`src/rcfl_pkg.sv`:
```
// Package with offsets, field positions and reset values for the replay error log
package rcfl_pkg;
  localparam logic [7:0] RCFL_OFF_WORD_A = 8'h40;
  localparam logic [7:0] RCFL_OFF_WORD_B = 8'h44;
  localparam logic [7:0] RCFL_OFF_WORD_C = 8'h48;
  localparam logic [7:0] RCFL_OFF_WORD_D = 8'h4C;
  localparam logic [7:0] RCFL_OFF_WORD_E = 8'h50;
  localparam logic [7:0] RCFL_OFF_WORD_F = 8'h54;
  localparam logic [7:0] RCFL_OFF_VALID = 8'h70;
  localparam int RCFL_FRAME_W = 168;
  localparam int RCFL_BIT_RP_VALID = 23;
  localparam int RCFL_BIT_RF_VALID = 22;
  localparam int RCFL_BIT_RF_CHAN = 21;
  localparam logic [31:0] RCFL_WORD_RST = 32'h0000_0000;
  localparam logic [RCFL_FRAME_W-1:0] RCFL_FRAME_RST = '0;
endpackage

```
`src/rcfl_cap_if.sv`:
```
// Interface carrying capture state between the capture unit and the register bank
`timescale 1ns/1ps
`default_nettype none
interface rcfl_cap_if;
  logic rp_valid;
  logic rp_clear;
  logic [167:0] frame;
  modport cap (output rp_valid, output frame, input rp_clear);
  modport bank (input rp_valid, input frame, output rp_clear);
endinterface
`default_nettype wire

```
`src/rcfl_capture.sv`:
```
// Replay frame capture unit holding the sticky frame and its valid flag
`timescale 1ns/1ps
`default_nettype none
module rcfl_capture
  import rcfl_pkg::*;
(
  input wire logic ref_clk,
  input wire logic pwrgood_rst,
  input wire logic replay_crc_err,
  input wire logic replay_is_cfg_read,
  input wire logic replay_is_patrol,
  input wire logic cfg_read_logged,
  input wire logic [RCFL_FRAME_W-1:0] replay_frame,
  rcfl_cap_if.cap cap
);
  logic valid_q, valid_d;
  logic [RCFL_FRAME_W-1:0] frame_q, frame_d;
  logic take;

  // ----------------------------------------
  // Capture decision
  // ----------------------------------------
  always_comb begin
    // A clear in the same cycle as a new error unlocks the log, so the error is still captured
    take = replay_crc_err & (~valid_q | cap.rp_clear);
    if (replay_is_cfg_read | cfg_read_logged) begin
      take = 1'b0;
    end
    if (replay_is_patrol) begin
      take = 1'b0;
    end
    frame_d = take ? replay_frame : frame_q;
    // Capture wins over a clear in the same cycle, so the event is kept
    valid_d = take ? 1'b1 : (cap.rp_clear ? 1'b0 : valid_q);
  end

  // Sticky state: only the power-good reset clears it
  always_ff @(posedge ref_clk or posedge pwrgood_rst) begin
    if (pwrgood_rst) begin
      valid_q <= 1'b0;
      frame_q <= RCFL_FRAME_RST;
    end else begin
      valid_q <= valid_d;
      frame_q <= frame_d;
    end
  end

  assign cap.rp_valid = valid_q;
  assign cap.frame = frame_q;
endmodule
`default_nettype wire

```
`src/rcfl_top.sv`:
```
// Register bank for the recoverable replay CRC error frame log
`timescale 1ns/1ps
`default_nettype none
// What this block does
// First replayed CRC error frame captured, held
// Replayed config read data never captured
// Word B holds bits 63:32 at 44h
// Word C holds bits 95:64 at 48h
// Word D holds bits 127:96 at 4Ch
// Word E holds bits 159:128
// Word F low byte holds 167:160
// Bit 23: replay log valid, write-one-clear
// No replay capture after config read log
// Bit 22: frame and idle logs valid
// Bit 21: channel that triggered frame log
// Software trusts channel only with trigger set
// Marker register at 70h keeps indices
// Word A holds bits 31:0 at 40h
// Patrol scrub reads never trigger capture
// Triggered log locked until its bit cleared
// Sticky state survives warm reset
module rcfl_top
  import rcfl_pkg::*;
(
  input wire logic ref_clk,
  input wire logic rst,
  input wire logic pwrgood_rst,
  input wire logic replay_crc_err,
  input wire logic replay_is_cfg_read,
  input wire logic replay_is_patrol,
  input wire logic [RCFL_FRAME_W-1:0] replay_frame,
  input wire logic recov_log_event,
  input wire logic recov_log_event_chan,
  input wire logic recov_log_is_cfg_read,
  input wire logic cfg_wr,
  input wire logic cfg_rd,
  input wire logic [7:0] cfg_addr,
  input wire logic [31:0] cfg_wdata,
  output logic [31:0] cfg_rdata
);
  rcfl_cap_if cap_bus ();
  logic rf_valid_q, rf_valid_d;
  logic rf_chan_q, rf_chan_d;
  logic cfg_logged_q, cfg_logged_d;
  logic [31:0] rdata_q, rdata_d;
  logic wr_markers;
  logic [31:0] markers;

  // ----------------------------------------
  // Capture unit
  // ----------------------------------------
  rcfl_capture u_cap (
    .ref_clk(ref_clk),
    .pwrgood_rst(pwrgood_rst),
    .replay_crc_err(replay_crc_err),
    .replay_is_cfg_read(replay_is_cfg_read),
    .replay_is_patrol(replay_is_patrol),
    .cfg_read_logged(cfg_logged_q),
    .replay_frame(replay_frame),
    .cap(cap_bus.cap)
  );

  // ----------------------------------------
  // Valid markers
  // ----------------------------------------
  always_comb begin
    wr_markers = cfg_wr & (cfg_addr == RCFL_OFF_VALID);
    cap_bus.rp_clear = wr_markers & cfg_wdata[RCFL_BIT_RP_VALID];
    rf_valid_d = rf_valid_q;
    rf_chan_d = rf_chan_q;
    cfg_logged_d = cfg_logged_q;
    if (wr_markers & cfg_wdata[RCFL_BIT_RF_VALID]) begin
      rf_valid_d = 1'b0;
      cfg_logged_d = 1'b0;
    end
    if (wr_markers & cfg_wdata[RCFL_BIT_RF_CHAN]) begin
      rf_chan_d = 1'b0;
    end
    // Set beats clear; a locked frame log keeps its first channel
    if (recov_log_event & (~rf_valid_q | (wr_markers & cfg_wdata[RCFL_BIT_RF_VALID]))) begin
      rf_valid_d = 1'b1;
      rf_chan_d = recov_log_event_chan;
      cfg_logged_d = recov_log_is_cfg_read;
    end
  end

  always_ff @(posedge ref_clk or posedge pwrgood_rst) begin
    if (pwrgood_rst) begin
      rf_valid_q <= 1'b0;
      rf_chan_q <= 1'b0;
      cfg_logged_q <= 1'b0;
    end else begin
      rf_valid_q <= rf_valid_d;
      rf_chan_q <= rf_chan_d;
      cfg_logged_q <= cfg_logged_d;
    end
  end

  // ----------------------------------------
  // Read path
  // ----------------------------------------
  always_comb begin
    markers = RCFL_WORD_RST;
    markers[RCFL_BIT_RP_VALID] = cap_bus.rp_valid;
    markers[RCFL_BIT_RF_VALID] = rf_valid_q;
    markers[RCFL_BIT_RF_CHAN] = rf_chan_q;
    rdata_d = rdata_q;
    if (cfg_rd) begin
      case (cfg_addr)
        RCFL_OFF_WORD_A: rdata_d = cap_bus.frame[31:0];
        RCFL_OFF_WORD_B: rdata_d = cap_bus.frame[63:32];
        RCFL_OFF_WORD_C: rdata_d = cap_bus.frame[95:64];
        RCFL_OFF_WORD_D: rdata_d = cap_bus.frame[127:96];
        RCFL_OFF_WORD_E: rdata_d = cap_bus.frame[159:128];
        RCFL_OFF_WORD_F: rdata_d = {24'h000000, cap_bus.frame[167:160]};
        RCFL_OFF_VALID: rdata_d = markers;
        default: rdata_d = RCFL_WORD_RST;
      endcase
    end
  end

  // Read data is not sticky, so the warm reset clears it
  always_ff @(posedge ref_clk or posedge rst) begin
    if (rst) begin
      rdata_q <= RCFL_WORD_RST;
    end else begin
      rdata_q <= rdata_d;
    end
  end

  assign cfg_rdata = rdata_q;
endmodule
`default_nettype wire

```
`config.mk`:
```
export PLATFORM = sky130hd
export DESIGN_NAME = rcfl_top
export DESIGN_NICKNAME = d
export VERILOG_FILES = /design/src/rcfl_pkg.sv /design/src/rcfl_cap_if.sv /design/src/rcfl_capture.sv /design/src/rcfl_top.sv
export SDC_FILE = /design/constraint.sdc
export NUM_CORES = 1
export LEC_CHECK = 0
export ABC_AREA = 0
export BUFFER_PORTS_ARGS = -buffer_cell sky130_fd_sc_hd__buf_4
export CELL_PAD_IN_SITES_DETAIL_PLACEMENT = 1
export CELL_PAD_IN_SITES_GLOBAL_PLACEMENT = 1
export CORE_ASPECT_RATIO = 0.75
export CORE_MARGIN = 8
export CORE_UTILIZATION = 42
export CTS_CLUSTER_DIAMETER = 60
export DETAILED_ROUTE_END_ITERATION = 7
export PLACE_DENSITY_LB_ADDON = 0.3
export SYNTH_ARGS = -nofsm -noshare
export SYNTH_HDL_FRONTEND = slang
export SYNTH_SLANG_ARGS = --single-unit
export TNS_END_PERCENT = 5
```
`constraint.sdc`:
```
create_clock -name ref_clk -period 7.1 [get_ports ref_clk]
set_clock_uncertainty 0.05 [all_clocks]
set_input_delay 0.355 -clock ref_clk [delete_from_list [all_inputs] [get_ports ref_clk]]
set_output_delay 0.355 -clock ref_clk [all_outputs]
set_load 0.01 [all_outputs]
```
* Word level (Yosys, flattened, before mapping)
Cells that the tools add are included.
** Storage, ports and cells
- Bits in registers :: 204
- Input port bits :: 219
- Output and inout port bits :: 32
- Word-level logic and storage cells :: 37
** Cells by class
- Eq/ne operators :: 7
- Muxes and demuxes :: 10
- Bitwise gates (word level) :: 11
- Reduce and logical (&&, ||, !) cells :: 3
** Operators with widths (number)
- 32-bit case mux with 7 select lines :: 1
- 8-bit by 7-bit equality test with 1-bit output, second input constant :: 7
- 1-bit two-way mux :: 9
- 1-bit AND :: 6
- 2-bit nonzero test :: 3
- 1-bit OR :: 3
- 1-bit inverter :: 2

* Logic depth before layout (Yosys ltp)
Gate-level depths: netlist of the first run.
- Word-level depth :: 8
- Depth in mapped cells :: 7
- Depth with buffers taken out :: 4

* By module
A second synthesis of the first run with hierarchy kept.
** Unflattened totals
- Cells, all modules :: 675
- Area total of the unflattened synthesis :: 9430.3 um^2
** Modules (own cells, without submodules)
- rcfl_capture :: instances 1, cells each 360, area an instance 6321.1 um^2, sequential area each 4229.1 um^2
- rcfl_top :: instances 1, cells each 315, area an instance 3109.2 um^2, sequential area each 875.8 um^2

* Worst setup path after synthesis of the first run
Ideal clock, no wire load.
- Path type :: input port to flip-flop
- Start point :: in cfg_addr[3]
- End point :: reg u_cap.frame_q[69], in the netlist u_cap.cap.frame[69]
- Setup time :: 0.127 ns
- Arrival time :: 1.930 ns
- Required time :: 6.923 ns
- Slack :: 4.993 ns
- Cell stages on the path :: 7
- Buffers on the path :: 3
- Path through :: buf_2 nor4_4 a41oi_1 nor2_2 buf_4 buf_6 mux2_1
** Between the ends
- Cells in the longest elaborated chain, start to end :: 7
** RTL lines
- start, declared :: line rcfl_top.sv:37 : input wire logic [7:0] cfg_addr,
- 8-bit by 7-bit equality test with 1-bit output :: line rcfl_top.sv:67 : wr_markers = cfg_wr & (cfg_addr == RCFL_OFF_VALID);
- 1-bit AND :: line rcfl_top.sv:67
- 1-bit AND :: line rcfl_top.sv:68 : cap_bus.rp_clear = wr_markers & cfg_wdata[RCFL_BIT_RP_VALID];
- 1-bit OR :: line rcfl_capture.sv:25 : take = replay_crc_err & (~valid_q | cap.rp_clear);
- 1-bit AND :: line rcfl_capture.sv:25
- 1-bit two-way mux :: line rcfl_capture.sv:26 : if (replay_is_cfg_read | cfg_read_logged) begin
- 1-bit two-way mux :: line rcfl_capture.sv:29 : if (replay_is_patrol) begin
- end signal, assigned :: line rcfl_capture.sv:44 : frame_q <= frame_d;
- end, declared :: line rcfl_capture.sv:17 : logic [RCFL_FRAME_W-1:0] frame_q, frame_d;
No other way between the ends.
A chain may end at the register's enable or synchronous reset.

* Worst setup path in the final report of the first run
- Start point :: in cfg_addr[2]
- End point :: reg u_cap.frame_q[41], in the netlist u_cap.cap.frame[41]
Same word-level chain as after synthesis.

==> flow_metrics.tcl, run 1 <==
set metrics [dict create \
    status "finished clean" \
    ios 251 \
    drtIter0Drc 263 \
    hold_class "input pin to flop" \
    max_freq_ghz 0.293 \
    power_frac_seq_pct 46.7 \
    grt_pass1_wl_microns 42500 \
    finalCritPeriodShare_pct 48.0 \
    end_kind "flop" \
    wirelength_microns 26800 \
    arrival_ns 3.73 \
    cp_max_fo 61 \
    drtAntennaViolNets 0 \
    synth-edff-count 0 \
    drv_slew 0 \
    setup_viol 0 \
    area_delta_synth_final_pct 28.4 \
    wl_met1_microns 11600 \
    place.gp.congestion 0.771 \
    start_kind "input pin" \
    yosys.area.top_type "dfrtp_1" \
    htreeDepth 1 \
    setup_ws_ns 3.69 \
    power_frac_clock_pct 45.4 \
    min_period_ns 3.41 \
    dp_hpwl_microns 19000 \
    power.internal_uw 2020 \
    path_buf_inv 3 \
    numCtsBuffers 22 \
    yosys_register_bits 204 \
    synth-simple-area-share_pct 2.78 \
    synthTopCellsByCount "dfrtp_1 (204), mux2_1 (120), mux2_2 (67), mux2i_1 (43), inv_1 (29)" \
    met2_length_microns 13200 \
    pre_cts_ws_ns 3.20 \
    fill_cells 2194 \
    worst_slew_margin_rel_pct 17.1 \
    core_area_sq_mm 0.0218 \
    via_per_inst 5.36 \
    yosys-top-cells-area "dfrtp_1 (56%), mux2_1 (15%), mux2_2 (8.2%)" \
    tns_ns 0 \
    grt_pass1_vias 7444 \
    cts.clk_slew.worst_paths_ns 0.07 \
    ys_warn_count 0 \
    cap_violations 0 \
    drc_errors 0 \
    synth-compound-area-share_pct 9.56 \
    drive_above_1_share_pct 38.4 \
    cts_sinks 204 \
    ctsResizeCount 0 \
    diodes 0 \
    power_switching_uw 585 \
    synth_top_family_by_area "multiplexers" \
    routedWlPerCell_microns 22.6 \
    dr.max_layer_used "met4" \
    fin_area_sq_mm 0.0118 \
    cts_tree "built" \
    synth-xor-area-share_pct 0 \
    initial_utilization_pct 42.2 \
    hold_viol 0 \
    p_per_area_mw_per_mm2 221 \
    p_leak_uw 0.00592 \
    first_pass_iters 4 \
    met3WireLength_microns 1520 \
    p_sw_share_pct 22.4 \
    insertion_delay_ns 0.50 \
    muxShareOfSynthArea_pct 27.6 \
    crit_chain "buf_4, nor4_4, a41oi_1, nor2_4, buf_4, buf_4, mux2_2" \
    ys.flop_type "dfrtp_1" \
    fin_nets 1092 \
    syn_nets 882 \
    cp_slowest_stage_delay_ns 0.79 \
    grt_use_total_pct 19.9 \
    cts.path.max_buffers 3 \
    grt_max_degree 88 \
    antenna_found_initial 0 \
    worst_path_most_repeated_cell "buf_4" \
    seq_area_frac_synth_pct 55.6 \
    syn_area_per_cell_sq_um 13.8 \
    rsz0062_at_grt "no" \
    worstSetupPathType "input pin to flop" \
    syn_inst 663 \
    cpMaxStageDelayCell "nor4_4" \
    tightest_slew_ns 1.24 \
    die-area_sq_mm 0.0269 \
    syn_area_sq_mm 0.00918 \
    power_frac_comb_pct 7.9 \
    ys_types 41 \
    gr-total-overflow 0 \
    num_vias 6346 \
    cts_root_buf "clkbuf_16" \
    dieHeight_microns 144 \
    synth_top_area_share_pct 55.6 \
    ir_drop_v 0.000127 \
    yosysMostFrequentCell "dfrtp_1" \
    die_x_microns 187 \
    place_area_sq_mm 0.0110 \
    portBuffers 221 \
    synth-adder-area-share_pct 0 \
    cp_top_family "buffers and inverters" \
    cp.required_ns 7.43 \
    rows 47 \
    async_flop_share_pct 100 \
]
## per-layer routing
metal	vias up	global-route usage, %
met5	-	0
met4	0	3.83
met3	33	5.45
met2	164	34.6
met1	3279	24.8
li1	2870	-
## layout make-up
type | count | area, sq um | area share (%)
clock buffer | 32 | 649 | 5.51
clock inverter | 8 | 109 | 0.923
inverter | 29 | 114 | 0.966
multi-input combinational | 383 | 3690 | 31.3
sequential | 204 | 5100 | 43.3
tap | 294 | 368 | 3.12
timing repair buffer | 233 | 1760 | 14.9
## repair_timing
item                                   CTS  global route
endpoints found under the hold margin   51             0
setup buffers                            0             0
hold buffers                             4             0
setup endpoints to repair                0             0
## flip-flops by register name, indices dropped and copies added (netlist names)
register            count
u_cap.cap.frame       168
cfg_rdata              32
rf_chan_q               1
cfg_logged_q            1
rf_valid_q              1
u_cap.cap.rp_valid      1
## cells by family after synthesis
family,Yosys count
and+or+nand+nor,38
DFF,204
muxes,230
buffers and inverters,76
AOI/OAI and AO/OA,115
## metrics by stage
stage	hold slack [ns]	utilization, %	power, uW	instances
floorplan	0.402	-	1320	663
global placement	0.414	50.5	1430	1139
detailed placement	0.421	50.5	1450	1139
CTS	0.000281	54.2	2640	1183
global route	0.00301	54.2	2700	1183
finish	0.0172	54.2	2610	1183
## worst paths after layout
check,from,to,slack (ns),cells past startpoint
max,cfg_addr[2],u_cap.cap.frame[41]$_DFFE_PP0P_,3.69,7
min,replay_frame[122],u_cap.cap.frame[122]$_DFFE_PP0P_,0.02,2
max reg2reg,cfg_logged_q$_DFFE_PP0P_,u_cap.cap.frame[41]$_DFFE_PP0P_,3.89,5
min reg2reg,u_cap.cap.frame[118]$_DFFE_PP0P_,u_cap.cap.frame[118]$_DFFE_PP0P_,0.43,1
max in group asynchronous,pwrgood_rst,u_cap.cap.frame[54]$_DFFE_PP0P_,4.78,4
min in group asynchronous,rst,cfg_rdata[17]$_DFFE_PP0P_,0.47,4
## power groups by stage
stage | logic (uW) | registers [uW] | clock network [uW]
2_1_floorplan | 90.5 | 1230 | 0
3_3_place_gp | 199 | 1230 | 0
3_5_place_dp | 207 | 1240 | 0
4_1_cts | 210 | 1220 | 1210
5_1_grt | 226 | 1220 | 1250
6_report | 207 | 1220 | 1180
## cells in the final DEF (no fill, tap or decap), types with 6 or more instances in the layout
| cell type | synthesis | routed |
|---|---|---|
| a32oi_1 | 8 | 8 |
| a2bb2oi_1 | 21 | 21 |
| a22o_1 | 6 | 6 |
| buf_4 | 2 | 229 |
| mux2_1 | 120 | 120 |
| inv_1 | 29 | 27 |
| clkbuf_16 | 0 | 23 |
| mux2i_1 | 43 | 43 |
| o2bb2ai_1 | 21 | 21 |
| mux2_2 | 67 | 67 |
| nor2b_1 | 8 | 7 |
| o21ai_0 | 8 | 8 |
| dfrtp_1 | 204 | 204 |
| o22ai_1 | 27 | 27 |
No activity file was read; power rests on OpenSTA's default activity.
==> run 2: changes to the inputs <==
Clock period 7.1 ns to 3.5 ns, I/O delays scaled along.
==> run 2 against run 1 <==
Clock power grew 89%. Die area is the same. Highest routed layer unchanged. First-iteration DRC count grew 67%. Critical endpoint is now u_cap.cap.frame[77]$_DFFE_PP0P_. Critical path type is now flop to flop.
==> flow_metrics.tcl, run 2 (synthesis results as in run 1) <==
set metrics [dict create \
    ir_drop_v 0.000255 \
    end_kind "flop" \
    grt_max_degree 104 \
    p_leak_uw 0.00664 \
    rsz0062_at_grt "no" \
    ctsResizeCount 0 \
    drtAntennaViolNets 0 \
    die_x_microns 187 \
    drv_slew 0 \
    wirelength_microns 32400 \
    drive_above_1_share_pct 32.1 \
    arrival_ns 2.80 \
    die-area_sq_mm 0.0269 \
    tightest_slew_ns 0.851 \
    multi_input_area_sq_mm 0.00369 \
    hold_viol 0 \
    largest_register_ffs 168 \
    portBuffers 221 \
    cap_violations 0 \
    hold_class "input pin to flop" \
    start_kind "flop" \
    layout_common_cells "buf_4 (233), dfrtp_1 (204), dlygate4sd3_1 (176)" \
    cts_tree "built" \
    cp.required_ns 3.81 \
    dp_hpwl_microns 19000 \
    worstSetupPathType "flop to flop" \
    numCtsBuffers 22 \
    cts.path.max_buffers 3 \
    p_per_area_mw_per_mm2 393 \
    finalCritPeriodShare_pct 71.2 \
    initial_utilization_pct 42.2 \
    cts_root_buf "clkbuf_16" \
    worst_slew_margin_rel_pct 43.2 \
    rows 47 \
    max_freq_ghz 0.401 \
    grt_pass1_vias 8459 \
    grt_pass1_wl_microns 50300 \
    num_vias 7159 \
    min_period_ns 2.49 \
    routedWlPerCell_microns 23.7 \
    final_common_cell "buf_4" \
    cts_sinks 204 \
    final_cells 1366 \
    fin_nets 1270 \
    gr-total-overflow 0 \
    core_area_sq_mm 0.0218 \
    drtIter0Drc 440 \
    ios 251 \
    ff_latch_area_sq_mm 0.00510 \
    setup_viol 0 \
    placedCellCount 1145 \
    grt_use_total_pct 24.0 \
    insertion_delay_ns 0.50 \
    drc_errors 0 \
    cp_max_fo 54 \
    place.gp.congestion 0.803 \
    cts.clk_slew.worst_paths_ns 0.06 \
    dieHeight_microns 144 \
    fill_cells 2111 \
    antenna_found_initial 6 \
    area_delta_synth_final_pct 47.2 \
    via_per_inst 5.24 \
    status "finished clean" \
    tns_ns 0 \
    first_pass_iters 4 \
    htreeDepth 1 \
]
==> run 2: through the flow <==
stage	setup WS, ns	util [%]	power (uW)	hold WS (ns)	instance area (sq um)
final	1.01	62.1	5300	0.0659	13500
after global routing	0.931	62.1	5490	0.0814	13500
after CTS	1.01	62.0	5330	0.00217	13500
after detailed placement	0.945	50.8	2940	0.160	11100
after global placement	1.03	50.8	2920	0.155	11100
after floorplan	1.08	-	2680	0.237	9180
==> run 2: worst paths after layout <==
| check | start | cells past startpoint | endpoint | slack, ns |
|---|---|---|---|---|
| max in group asynchronous | pwrgood_rst | 4 | u_cap.cap.frame[138]$_DFFE_PP0P_ | 2.27 |
| setup / recovery | cfg_logged_q$_DFFE_PP0P_ | 4 | u_cap.cap.frame[77]$_DFFE_PP0P_ | 1.01 |
| hold reg to reg | u_cap.cap.frame[15]$_DFFE_PP0P_ | 1 | u_cap.cap.frame[15]$_DFFE_PP0P_ | 0.44 |
| min in group asynchronous | pwrgood_rst | 3 | u_cap.cap.frame[47]$_DFFE_PP0P_ | 0.20 |
| hold / removal | cfg_wdata[23] | 3 | u_cap.cap.rp_valid$_DFFE_PP0P_ | 0.07 |
| setup reg to reg | cfg_logged_q$_DFFE_PP0P_ | 4 | u_cap.cap.frame[77]$_DFFE_PP0P_ | 1.01 |
==> run 2: area by class of cell <==
type | instances | share of cell area [%]
Inverter | 29 | 0.833
Clock buffer | 35 | 4.81
Antenna cell | 6 | 0.111
Tap cell | 294 | 2.72
Timing Repair Buffer | 411 | 26.3
Clock inverter | 4 | 0.194
Sequential cell | 204 | 37.8
Multi-Input combinational cell | 383 | 27.3
==> run 2: critical path: stages, from the launching register on <==
cell     delay [ns]
dfrtp_1        0.38
or4b_2         0.73
nor2_4         0.13
buf_4          0.58
mux2_1         0.43
==> run 2: routing by layer <==
metal,GRT usage [%],vias up,wire [microns]
met3,5.28,49,1680
met1,28.1,3669,13000
met4,6.67,0,714
met5,0,-,0
li1,-,3218,-
met2,44.2,223,17100
==> run 2: repair_timing <==
action | in CTS | in global routing
hold endpoints to repair | 219 | 0
hold buffers | 176 | 0
buffers inserted | 0 | 0
==> run 2: power by group <==
group | internal, uW | switching, uW | total (uW)
sequential | 2430 | 41.5 | 2470
clock | 1280 | 951 | 2230
combinational | 358 | 246 | 605
total | 4070 | 1240 | 5300
